[config.mk]
export PLATFORM = sky130hd
export DESIGN_NAME = cdd_dispatch
export DESIGN_NICKNAME = d
export VERILOG_FILES = /design/src/design/cdd_pkg.sv /design/src/design/cdd_dispatch.sv /design/src/design/cdd_fifo.sv
export SDC_FILE = /design/constraint.sdc
export NUM_CORES = 1
export LEC_CHECK = 0
export BUFFER_PORTS_ARGS = -buffer_cell sky130_fd_sc_hd__buf_2
export CAP_MARGIN = 20
export CORE_MARGIN = 2
export CORE_UTILIZATION = 60
export CTS_CLUSTER_SIZE = 10
export DETAILED_ROUTE_END_ITERATION = 10
export PLACE_DENSITY = 0.8
export SYNTH_ARGS = -nofsm -noshare
export SYNTH_HDL_FRONTEND = slang
export SYNTH_HIERARCHICAL = 1
export SYNTH_SLANG_ARGS = --single-unit
[constraint.sdc]
create_clock -name i_ref_clk -period 22.6 [get_ports i_ref_clk]
set_input_delay 4.52 -clock i_ref_clk [delete_from_list [all_inputs] [get_ports i_ref_clk]]
set_output_delay 4.52 -clock i_ref_clk [all_outputs]
set_load 0.02 [all_outputs]
[src/design/cdd_pkg.sv]
package cdd_pkg;
  // Stream geometry
  localparam int VTX_NUM = 3;
  localparam int HANDLE_W = 8;
  localparam int HANDLES_W = VTX_NUM * HANDLE_W;
  localparam int OC_W = 18;
  localparam int OCS_W = VTX_NUM * OC_W;
  localparam int PRIM_W = 2 + HANDLES_W + OCS_W;
  localparam int FIFO_DEPTH = 8;

  // Per-vertex outcode field positions
  localparam int OC_XY_LSB = 0;
  localparam int OC_GB_LSB = 4;
  localparam int OC_Z_LSB = 8;
  localparam int OC_UCF_LSB = 10;
  localparam int UCF_W = 8;

  // Dispatch state word 0 and word 1 fields
  localparam int KPTR_MSB = 31;
  localparam int KPTR_LSB = 6;
  localparam int KPTR_W = KPTR_MSB - KPTR_LSB + 1;
  localparam int SPF_BIT = 31;
  localparam int BTC_MSB = 25;
  localparam int BTC_LSB = 18;
  localparam int PRIO_BIT = 17;
  localparam int FPM_BIT = 16;
  localparam int ILL_BIT = 13;
  localparam int MSK_BIT = 11;

  // Thread exception control layout
  localparam int EXC_W = 4;
  localparam int EXC_ILL_POS = 1;
  localparam int EXC_MSK_POS = 2;

  // High priority dispatch exists on this variant
  localparam logic HIGH_PRIO_SUPPORTED = 1'b1;

  typedef enum logic [1:0] {
    PRIM_TRI = 2'h0,
    PRIM_LINE = 2'h1,
    PRIM_RECTANGLE_LIST = 2'h2,
    PRIM_POINT = 2'h3
  } cdd_prim_e;

  typedef enum logic [1:0] {
    ROUTE_NORMAL = 2'h0,
    ROUTE_ALL = 2'h1,
    ROUTE_NON_REJECTED = 2'h2
  } cdd_route_e;

  typedef enum logic [1:0] {
    ST_IDLE = 2'b00,
    ST_PASS = 2'b01,
    ST_SPAWN = 2'b10
  } cdd_state_e;
endpackage : cdd_pkg

[src/design/cdd_dispatch.sv]
module cdd_dispatch (
  input wire logic i_ref_clk,
  input wire logic i_rst,
  input wire logic i_prim_valid,
  output logic o_prim_ready,
  input wire logic [1:0] i_prim_type,
  input wire logic [cdd_pkg::HANDLES_W-1:0] i_prim_handles,
  input wire logic [cdd_pkg::OCS_W-1:0] i_prim_outcodes,
  input wire logic [1:0] i_clip_route_select,
  input wire logic i_guardband_enable,
  input wire logic [cdd_pkg::UCF_W-1:0] i_user_clip_enable,
  input wire logic [31:0] i_state_dw0,
  input wire logic [31:0] i_state_dw1,
  output logic o_pass_valid,
  input wire logic i_pass_ready,
  output logic [1:0] o_pass_type,
  output logic [cdd_pkg::HANDLES_W-1:0] o_pass_handles,
  output logic o_spawn_valid,
  input wire logic i_spawn_ready,
  output logic [1:0] o_spawn_type,
  output logic [cdd_pkg::HANDLES_W-1:0] o_spawn_handles,
  output logic [cdd_pkg::KPTR_W-1:0] o_kernel_ptr,
  output logic o_single_flow,
  output logic [7:0] o_prefetch_count,
  output logic o_high_priority,
  output logic o_fp_alternate,
  output logic [cdd_pkg::EXC_W-1:0] o_thread_exc,
  output logic o_release_valid,
  output logic [cdd_pkg::HANDLES_W-1:0] o_release_handles,
  output logic o_discard_valid,
  output logic o_spf_error
);
  import cdd_pkg::*;

  ////////////////////////////////////////////////////////////
  // Helper functions

  // Vertex count by topology; rectangle corner four never looked at
  function automatic logic vtx_active(input logic [1:0] ptype,
                                      input int v);
    logic act;
    act = 1'b0;
    case (ptype)
      PRIM_TRI, PRIM_RECTANGLE_LIST: act = (v < 3);
      PRIM_LINE: act = (v < 2);
      PRIM_POINT: act = (v < 1);
      default: act = 1'b0;
    endcase
    return act;
  endfunction : vtx_active

  // Outcode of one vertex out of the packed set
  function automatic logic [OC_W-1:0] vtx_oc(
    input logic [OCS_W-1:0] ocs, input int v);
    logic [OC_W-1:0] oc;
    oc = ocs[v*OC_W +: OC_W];
    return oc;
  endfunction : vtx_oc

  ////////////////////////////////////////////////////////////
  // Input buffer

  localparam int TYPE_LSB = 0;
  localparam int HND_LSB = 2;
  localparam int OCS_LSB = 2 + HANDLES_W;

  logic [PRIM_W-1:0] in_word;
  logic [PRIM_W-1:0] head;
  logic head_valid;
  logic head_pop;
  logic [1:0] head_type;
  logic [HANDLES_W-1:0] head_hnd;
  logic [OCS_W-1:0] head_ocs;

  assign in_word = {i_prim_outcodes, i_prim_handles, i_prim_type};
  assign head_type = head[TYPE_LSB +: 2];
  assign head_hnd = head[HND_LSB +: HANDLES_W];
  assign head_ocs = head[OCS_LSB +: OCS_W];

  cdd_fifo #(
    .WIDTH(PRIM_W),
    .DEPTH(FIFO_DEPTH)
  ) u_fifo (
    .i_ref_clk(i_ref_clk),
    .i_rst(i_rst),
    .i_in_valid(i_prim_valid),
    .o_in_ready(o_prim_ready),
    .i_in_data(in_word),
    .o_out_valid(head_valid),
    .i_out_ready(head_pop),
    .o_out_data(head)
  );

  ////////////////////////////////////////////////////////////
  // Clip determination

  logic [OC_W-1:0] oc_and;
  logic [OC_W-1:0] oc_or;
  logic rej;
  logic acc;
  logic [3:0] acc_xy;
  cdd_route_e route;

  assign route = cdd_route_e'(i_clip_route_select);

  // Combine outcodes across active vertices
  always_comb begin
    oc_and = '1;
    oc_or = '0;
    for (int v = 0; v < VTX_NUM; v++) begin
      if (vtx_active(head_type, v)) begin
        oc_and = oc_and & vtx_oc(head_ocs, v);
        oc_or = oc_or | vtx_oc(head_ocs, v);
      end
    end
  end

  // Reject on viewport XY or on enabled user planes
  assign rej = (oc_and[OC_XY_LSB +: 4] != 4'h0) ||
               ((oc_and[OC_UCF_LSB +: UCF_W] & i_user_clip_enable)
                != '0);

  // Guardband outcodes replace viewport XY for accept
  assign acc_xy = i_guardband_enable ? oc_or[OC_GB_LSB +: 4]
                                     : oc_or[OC_XY_LSB +: 4];
  assign acc = (acc_xy == 4'h0) &&
               (oc_or[OC_Z_LSB +: 2] == 2'h0) &&
               ((oc_or[OC_UCF_LSB +: UCF_W] & i_user_clip_enable)
                == '0);

  logic go_discard;
  logic go_pass;
  logic go_spawn;

  // Outcome under the selected route
  always_comb begin
    go_discard = 1'b0;
    go_pass = 1'b0;
    go_spawn = 1'b0;
    case (route)
      ROUTE_ALL: go_spawn = 1'b1;
      ROUTE_NON_REJECTED: begin
        go_discard = rej;
        go_spawn = !rej;
      end
      default: begin
        go_discard = rej;
        go_pass = !rej && acc;
        go_spawn = !rej && !acc;
      end
    endcase
  end

  ////////////////////////////////////////////////////////////
  // Sequencer

  cdd_state_e state_q;
  logic pass_done;
  logic spawn_done;

  assign head_pop = head_valid && (state_q == ST_IDLE);
  assign pass_done = o_pass_valid && i_pass_ready;
  assign spawn_done = o_spawn_valid && i_spawn_ready;

  // One object in flight toward pass or spawn
  always_ff @(posedge i_ref_clk) begin
    if (i_rst) begin
      state_q <= ST_IDLE;
    end else begin
      case (state_q)
        ST_IDLE: begin
          if (head_pop && go_pass) begin
            state_q <= ST_PASS;
          end else if (head_pop && go_spawn) begin
            state_q <= ST_SPAWN;
          end
        end
        ST_PASS: begin
          if (pass_done) begin
            state_q <= ST_IDLE;
          end
        end
        ST_SPAWN: begin
          if (spawn_done) begin
            state_q <= ST_IDLE;
          end
        end
        default: state_q <= ST_IDLE;
      endcase
    end
  end

  // Downstream pass output
  always_ff @(posedge i_ref_clk) begin
    if (i_rst) begin
      o_pass_valid <= 1'b0;
      o_pass_type <= 2'h0;
      o_pass_handles <= '0;
    end else if (head_pop && go_pass) begin
      o_pass_valid <= 1'b1;
      o_pass_type <= head_type;
      o_pass_handles <= head_hnd;
    end else if (pass_done) begin
      o_pass_valid <= 1'b0;
    end
  end

  // Thread dispatch request and its state fields
  always_ff @(posedge i_ref_clk) begin
    if (i_rst) begin
      o_spawn_valid <= 1'b0;
      o_spawn_type <= 2'h0;
      o_spawn_handles <= '0;
      o_kernel_ptr <= '0;
      o_single_flow <= 1'b1;
      o_prefetch_count <= 8'h00;
      o_high_priority <= 1'b0;
      o_fp_alternate <= 1'b0;
      o_thread_exc <= '0;
    end else if (head_pop && go_spawn) begin
      o_spawn_valid <= 1'b1;
      o_spawn_type <= head_type;
      o_spawn_handles <= head_hnd;
      o_kernel_ptr <= i_state_dw0[KPTR_MSB:KPTR_LSB];
      o_single_flow <= i_state_dw1[SPF_BIT];
      o_prefetch_count <= i_state_dw1[BTC_MSB:BTC_LSB];
      o_high_priority <= i_state_dw1[PRIO_BIT] &&
                         HIGH_PRIO_SUPPORTED;
      o_fp_alternate <= i_state_dw1[FPM_BIT];
      o_thread_exc <= '0;
      o_thread_exc[EXC_ILL_POS] <= i_state_dw1[ILL_BIT];
      o_thread_exc[EXC_MSK_POS] <= i_state_dw1[MSK_BIT];
    end else if (spawn_done) begin
      o_spawn_valid <= 1'b0;
    end
  end

  // Entry release on spawn or discard
  always_ff @(posedge i_ref_clk) begin
    if (i_rst) begin
      o_release_valid <= 1'b0;
      o_release_handles <= '0;
      o_discard_valid <= 1'b0;
    end else begin
      o_release_valid <= spawn_done || (head_pop && go_discard);
      o_discard_valid <= head_pop && go_discard;
      if (spawn_done) begin
        o_release_handles <= o_spawn_handles;
      end else if (head_pop && go_discard) begin
        o_release_handles <= head_hnd;
      end
    end
  end

  // Sticky flag for a reserved single flow setting
  always_ff @(posedge i_ref_clk) begin
    if (i_rst) begin
      o_spf_error <= 1'b0;
    end else if (head_pop && go_spawn && !i_state_dw1[SPF_BIT]) begin
      o_spf_error <= 1'b1;
    end
  end

  ////////////////////////////////////////////////////////////
  // Checks

  AST_REJECT_DISCARD :
  assert property (@(posedge i_ref_clk) disable iff (i_rst)
    head_pop && rej && route != ROUTE_ALL |=>
      o_discard_valid && o_release_valid && !$rose(o_pass_valid))
  else $error("rejected object not discarded");

  AST_ACCEPT_PASS :
  assert property (@(posedge i_ref_clk) disable iff (i_rst)
    head_pop && route == ROUTE_NORMAL && !rej && acc |=>
      o_pass_valid && o_pass_handles == $past(head_hnd))
  else $error("accepted object not passed");

  AST_ROUTE_ALL :
  assert property (@(posedge i_ref_clk) disable iff (i_rst)
    head_pop && route == ROUTE_ALL |=> o_spawn_valid && !o_discard_valid)
  else $error("route all did not spawn");

  AST_CLIP_SPAWN :
  assert property (@(posedge i_ref_clk) disable iff (i_rst)
    head_pop && route == ROUTE_NORMAL && !rej && !acc |=>
      o_spawn_valid && !o_pass_valid)
  else $error("clip object not spawned");

  AST_RELEASE_SPAWN :
  assert property (@(posedge i_ref_clk) disable iff (i_rst)
    o_spawn_valid && i_spawn_ready |=>
      o_release_valid && o_release_handles == $past(o_spawn_handles))
  else $error("spawn did not release entries");

  AST_KERNEL_PTR :
  assert property (@(posedge i_ref_clk) disable iff (i_rst)
    $rose(o_spawn_valid) |->
      o_kernel_ptr == $past(i_state_dw0[KPTR_MSB:KPTR_LSB]))
  else $error("kernel pointer wrong");

  AST_PRIORITY :
  assert property (@(posedge i_ref_clk) disable iff (i_rst)
    $rose(o_spawn_valid) |->
      o_high_priority == $past(i_state_dw1[PRIO_BIT]))
  else $error("priority wrong");

  AST_FP_MODE :
  assert property (@(posedge i_ref_clk) disable iff (i_rst)
    $rose(o_spawn_valid) |->
      o_fp_alternate == $past(i_state_dw1[FPM_BIT]))
  else $error("float mode wrong");

  AST_ILL_EXC :
  assert property (@(posedge i_ref_clk) disable iff (i_rst)
    $rose(o_spawn_valid) |->
      o_thread_exc[EXC_ILL_POS] == $past(i_state_dw1[ILL_BIT]))
  else $error("illegal opcode enable wrong");

  AST_MSK_EXC :
  assert property (@(posedge i_ref_clk) disable iff (i_rst)
    $rose(o_spawn_valid) |->
      o_thread_exc[EXC_MSK_POS] == $past(i_state_dw1[MSK_BIT]))
  else $error("mask stack enable wrong");

  AST_SPF_FLAG :
  assert property (@(posedge i_ref_clk) disable iff (i_rst)
    $rose(o_spawn_valid) && !o_single_flow |-> o_spf_error)
  else $error("reserved single flow not flagged");

  AST_PREFETCH :
  assert property (@(posedge i_ref_clk) disable iff (i_rst)
    $rose(o_spawn_valid) |->
      o_prefetch_count == $past(i_state_dw1[BTC_MSB:BTC_LSB]))
  else $error("prefetch count wrong");

  AST_LINE_THIRD_IGNORED :
  assert property (@(posedge i_ref_clk) disable iff (i_rst)
    head_valid && head_type == PRIM_LINE |->
      oc_or == (vtx_oc(head_ocs, 0) | vtx_oc(head_ocs, 1)))
  else $error("line uses third vertex");
endmodule : cdd_dispatch

[src/design/cdd_fifo.sv]
module cdd_fifo #(
  parameter int WIDTH = 8,
  parameter int DEPTH = 8
) (
  input wire logic i_ref_clk,
  input wire logic i_rst,
  input wire logic i_in_valid,
  output logic o_in_ready,
  input wire logic [WIDTH-1:0] i_in_data,
  output logic o_out_valid,
  input wire logic i_out_ready,
  output logic [WIDTH-1:0] o_out_data
);
  localparam int PW = $clog2(DEPTH);
  localparam int CW = PW + 1;
  localparam logic [CW-1:0] CNT_FULL = CW'(DEPTH);

  logic [WIDTH-1:0] mem_q [DEPTH];
  logic [PW-1:0] wr_q;
  logic [PW-1:0] rd_q;
  logic [CW-1:0] cnt_q;
  logic [CW-1:0] cnt_d;
  logic push;
  logic pop;

  ////////////////////////////////////////////////////////////
  // Handshakes and occupancy
  assign push = i_in_valid && o_in_ready;
  assign pop = o_out_valid && i_out_ready;
  assign o_out_data = mem_q[rd_q];

  always_comb begin
    cnt_d = cnt_q;
    if (push && !pop) begin
      cnt_d = cnt_q + CW'(1);
    end else if (pop && !push) begin
      cnt_d = cnt_q - CW'(1);
    end
  end

  // Count and registered full/empty flags
  always_ff @(posedge i_ref_clk) begin
    if (i_rst) begin
      cnt_q <= '0;
      o_in_ready <= 1'b1;
      o_out_valid <= 1'b0;
    end else begin
      cnt_q <= cnt_d;
      o_in_ready <= (cnt_d != CNT_FULL);
      o_out_valid <= (cnt_d != '0);
    end
  end

  // Pointers wrap at the depth
  always_ff @(posedge i_ref_clk) begin
    if (i_rst) begin
      wr_q <= '0;
      rd_q <= '0;
    end else begin
      if (push) begin
        wr_q <= (wr_q == PW'(DEPTH - 1)) ? '0 : wr_q + PW'(1);
      end
      if (pop) begin
        rd_q <= (rd_q == PW'(DEPTH - 1)) ? '0 : rd_q + PW'(1);
      end
    end
  end

  // Storage
  always_ff @(posedge i_ref_clk) begin
    if (push) begin
      mem_q[wr_q] <= i_in_data;
    end
  end

  AST_FIFO_NO_OVERRUN :
  assert property (@(posedge i_ref_clk) disable iff (i_rst)
    cnt_q == CNT_FULL |-> !o_in_ready)
  else $error("fifo accepts while full");
endmodule : cdd_fifo

; Word-level counts from Yosys, hierarchy flattened
; Memories as Yosys holds them, arrays and structs flattened. A register that Yosys moved wholly into a read port is not among the register bits.
; Cells that the tools add are included.
[totals]
register_bits = 134
mem_bits_rw = 640
memories = 1
input_bits = 160
out_inout_bits = 123
wordCells = 117
[op_classes]
bitwise = 6
reduce_logical = 39
n_mux = 32
n_addsub = 4
eq_ne = 13
[mem_list]
columns = memory, words, width, rd, rd_clocked_by_memory_dff, write_ports, line
row1 = u_fifo.mem_q, 8, 80, 1, 1, 1, cdd_fifo.sv:18  ; logic [WIDTH-1:0] mem_q [DEPTH];
[op_table]
columns = cell, count
row1 = $mux 18, 6
row2 = $mux 24, 2
row3 = $and 18x18->18, 2
row4 = $or 18x18->18, 2
row5 = $and 8x8->8, 2
row6 = $logic_and 1x1->1, 15
row7 = $mux 3, 4
row8 = $mux 4, 3
row9 = $mux 1, 9
row10 = $eq 2x2->1 const B, 4
row11 = $logic_not 8->1, 1
row12 = $mux 2, 4
row13 = $reduce_bool 4->1, 2
row14 = $reduce_bool 8->1, 1
row15 = $add 3x1->3 const B, 2
row16 = $eq 2x1->1 const B, 3
row17 = $eq 3x3->1 const B, 2
row18 = $logic_not 2->1, 3
row19 = $pmux 1 s2, 3
row20 = $pmux 2 s3, 1
row21 = $reduce_bool 2->1, 3
row22 = $reduce_or 2->1, 3
row23 = $logic_not 1->1, 5
row24 = $add 4x1->4 const B, 1
row25 = 9 further kinds, 11

; Logic depth before layout (Yosys ltp)
[logic_depth]
depth_word = 19
depth_mapped = 16
mapped_depth_nobuf = 9

; Modules after synthesis
; Netlist, hierarchy kept.
[by_module_without_submodules]
columns = module, instances, cells_each, area_per_inst_um2
row1 = cdd_fifo, 1, 1015, 24728.7
row2 = cdd_dispatch, 1, 615, 5814.3

; Worst setup path after synthesis
; Ideal clock, no wire load.
[synth_path]
kind = input to register
start = input port i_prim_valid
end = memory u_fifo/mem_q[0][0] (netlist bit), enable pin
setup_time_ps = 715
cell_stages = 3
slack_ps = 9539
required_ps = 21885
arrival_time_ps = 12347
n_path_buf = 1
cell_sequence = nand2_1 clkbuf_1 nor4_1
[synth_via]
elab_chain_cells = 3
[synth_rtl]
columns = item, line
row1 = "start, declared", cdd_dispatch.sv:4  ; input wire logic i_prim_valid,
row2 = $logic_and 1x1->1, cdd_fifo.sv:28  ; assign push = i_in_valid && o_in_ready;
row3 = $mux 1, cdd_fifo.sv:71  ; if (push) begin
row4 = $mux 1 (not written as such), cdd_fifo.sv:72  ; mem_q[wr_q] <= i_in_data;
row5 = "end, declared", cdd_fifo.sv:18
; No other way between the ends.

; Final worst setup path
[layout_path]
start = input port i_guardband_enable
end = register o_spawn_handles[10] (netlist bit)
[layout_via]
elab_chain_cells = 8
[layout_rtl]
columns = item, line
row1 = "start, declared", cdd_dispatch.sv:10  ; input wire logic i_guardband_enable,
row2 = $mux 4, cdd_dispatch.sv:124  ; assign acc_xy = i_guardband_enable ? oc_or[OC_GB_LSB +: 4]
row3 = $logic_not 4->1, cdd_dispatch.sv:126  ; assign acc = (acc_xy == 4'h0) &&
row4 = $logic_and 1x1->1, cdd_dispatch.sv:126
row5 = $logic_and 1x1->1, cdd_dispatch.sv:127  ; (oc_or[OC_Z_LSB +: 2] == 2'h0) &&
row6 = $logic_not 1->1, cdd_dispatch.sv:149  ; go_spawn = !rej && !acc;
row7 = $logic_and 1x1->1, cdd_dispatch.sv:149
row8 = $pmux 1 s2, cdd_dispatch.sv:140  ; case (route)
row9 = $logic_and 1x1->1, cdd_dispatch.sv:220  ; end else if (head_pop && go_spawn) begin
row10 = "end signal, assigned", cdd_dispatch.sv:223  ; o_spawn_handles <= head_hnd;
row11 = "end, declared", cdd_dispatch.sv:21  ; output logic [cdd_pkg::HANDLES_W-1:0] o_spawn_handles,
; No other way between the ends.
; A chain may end at the register's enable or synchronous reset.

==> flow_summary.ini <==
[pwr]
power_density_mw_per_mm2 = 99.6
power.switching_mw = 0.867
p_clk_share_pct = 35.9
leakagePower_nw = 12.3
p_seq_share_pct = 47.5
p_sw_share_pct = 24.9
intPower_mw = 2.61
vdd_drop_max_mv = 0.0761
power.share.combinational_pct = 16.6

[route]
drc = 0
postRouteWirelength_mm = 64.5
viasPerCell = 5.98
postRouteAntennaNets = 0
drt_iter0_drc = 1287
wire_per_inst_um = 24.5
routed-via-count = 15700
dr.pass1.iters = 5

[worst_setup_path]
worstSetupPathType = primary input to flop
crit_arrival_ns = 8.02
required_ns = 23.13
cp-startpoint = i_guardband_enable
reg2reg_setup_slack_ns = 15.92
rr_worst_depth = 11
reg2reg_to = o_spawn_handles[10]
crit_fanout = 50
critPathCapture = o_spawn_handles[10]
startpoint_type = primary input
endpoint_kind = flop

[timing]
worst_pin_slew_ns = 1.05
post-route-min-period_ns = 7.49
timing.fmax_ghz = 0.133
rsz0062_at_grt = false
setup_viol = 0
min_period_over_period_pct = 33.2
hold_violations = 0
fin_worst_skew_ns = 0.0249
final.setup.tns_ns = 0
relSlewSlack_pct = 29.7
drv_slew = 0

[clock_tree]
cts_hold_buf = 0
cts_setup_buffers = 0
clk_pin_slew_ns = 0.05
htreeDepth = 3
clk_path_buf_depth = 3
clockRootBuffer = clkbuf_16
cts_buffers = 88
cts-resized-gates = 0
worstSkewPairLatency_ns = 0.63
clock_sinks = 777
tritoncts = done

[synthesis]
synth_edf_count = 640
syn_inst = 1630
yosys_register_bits = 777
async_reset_ff_share_pct = 0
syn_area_mm2 = 0.0305
ys.flop_type = edfxtp_1
ys_types = 46
synth.avg_cell_area_um2 = 18.7
ys_warn_count = 6
yosysSeqAreaShare_pct = 71.9

[die]
fp.dieArea_mm2 = 0.0527
ios = 283
die_h_um = 230
rows = 82
die_x_um = 230
core-area_mm2 = 0.0502
start_util_pct = 60.9

[layout]
fin_util_pct = 69.6
nNetsFinal = 2078
synthToLayoutAreaGrowth_pct = 14.3
layout-drive-gt1-share_pct = 33.9
fin_cells = 2631

[global_route]
grt_usage_pct = 24.9
grt_max_degree = 131
grt_pass1_vias = 16400
overflow = 0
antenna_found_initial = 20
grt_pass1_wl_mm = 98.0

[place]
place_congestion = 0.844
io_buffers = 255
hpwl_mm = 36.8
place_inst = 2491

[worst_hold_path]
min_path_type = flop to flop
hold_depth = 2

[job]
cap_violations = 0

[status]
status = finished, final reports clean
cells by family (layout without fill, tap and decap cells):
group,count (synthesis),in the layout,synth area share (%)
adder cells (fa/ha/maj),8,8,0.328
XOR/XNOR,2,2,0.0574
multiplexers,380,380,19.4
flip-flops,777,777,71.9
other,1,11,0.0123
AND/OR/NAND/NOR,298,298,5.16
buffers and inverters,102,421,1.93
AO/OA/AOI/OAI,62,62,1.17
cell type report:
class,count,area [µm²]
clock inverters,7,86.3
repair buffers,282,1510
diodes,9,22.5
clock buffers,123,2390
well taps,672,841
fillers,3109,15300
multi-input cells,752,8060
inverters,9,33.8
flip-flops and latches,777,22000
stage by stage:
stage | power (mW) | hold slack, ns | area (µm²) | worst slack [ns]
final | 3.48 | 0.472 | 34900 | 15.11
after global routing | 3.61 | 0.495 | 34900 | 14.99
after CTS | 3.50 | 0.475 | 34900 | 15.16
after detailed placement | 2.25 | 0.464 | 32400 | 14.53
after global placement | 2.24 | 0.457 | 32400 | 14.63
after floorplan | 2.12 | 0.454 | 30500 | 9.54
placed cells by master (no fill, tap or decap), drive strengths merged, types with 3 or more instances in the layout:
master and n:
and3 3, mux2 105, nand3 5, nor3 8, clkbuf 123, o21ai 18, mux2i 115, a21oi 27
buf 282, clkinv 5, edfxtp 640, nand2b 139, nor4 11, ha 8, nand4 4, inv 11
nand2 40, mux4 160, diode 9, dfxtp 137, nor2 79
routing by layer:
layer / part of all wire, % / global-route usage, % / up-vias
li1: - / - / 6941
met1: 38 / 31.6 / 7974
met2: 51 / 42.1 / 672
met3: 7.7 / 5.48 / 132
met4: 3.2 / 10.1 / 16
met5: 0.17 / 0 / -
flip-flops by register name, summed over array words and instances (netlist names), 3 cells and up, named ones only:
| signal | flops |
|---|---|
| o_prefetch_count | 8 |
| o_spawn_handles | 24 |
| u_fifo/rd_q | 3 |
| u_fifo/cnt_q | 4 |
| o_release_handles | 24 |
| o_pass_handles | 24 |
| u_fifo/wr_q | 3 |
| o_kernel_ptr | 26 |
| u_fifo/mem_q | 640 |
critical path, stage by stage:
cell      delay (ns)
buf_2           0.13
or4_1           0.42
nor4_1          0.51
o221ai_1        0.31
nor3_1          0.29
o31a_2          0.66
buf_4           0.83
mux2i_1         0.27
cells in the mapped netlist, types with 2 or more instances:
master    instances  area, µm²
nand4_1           4       25.0
buf_4            10       75.1
nor3_1            8       40.0
dfxtp_1         137       2740
o22ai_1           2       12.5
buf_2            15       75.1
o211ai_1          2       15.0
mux4_2          160       3600
nand2b_1        139        870
or3_1             2       12.5
a311oi_1          2       17.5
nand3_1           5       25.0
nor4_1           10       62.6
nand3b_1          2       15.0
buf_6            14        158
clkbuf_1         49        184
nand2_1          40        150
mux2_2          105       1180
edfxtp_1        640      19200
ha_1              8        100
nor2_1           79        297
mux2i_1         115       1150
and3_4            2       22.5
a21oi_1          27        135
a211oi_1          2       15.0
o21ai_0          18       90.1
inv_1             9       33.8
xnor2_1           2       17.5
buf_8             4       60.1
a21boi_0          2       15.0
power by group through the flow:
stage | Combinational, mW | Clock [mW] | Sequential [mW]
6_report | 0.578 | 1.25 | 1.65
5_1_grt | 0.623 | 1.33 | 1.66
4_1_cts | 0.566 | 1.27 | 1.67
3_5_place_dp | 0.561 | 0 | 1.69
3_3_place_gp | 0.547 | 0 | 1.69
2_1_floorplan | 0.410 | 0 | 1.71
worst min-delay path by stage:
stage                        start                   to  slack (ns)
2_1_floorplan       u_fifo/rd_q[1]                 flop        0.45
3_3_place_gp      o_kernel_ptr[12]     o_kernel_ptr[12]        0.46
3_5_place_dp       o_kernel_ptr[0]      o_kernel_ptr[0]        0.46
4_1_cts        o_prefetch_count[1]  o_prefetch_count[1]        0.48
5_1_grt            o_thread_exc[1]      o_thread_exc[1]        0.50
6_report            o_fp_alternate       o_fp_alternate        0.47
Note: power is estimated with default switching activity, not from simulation.
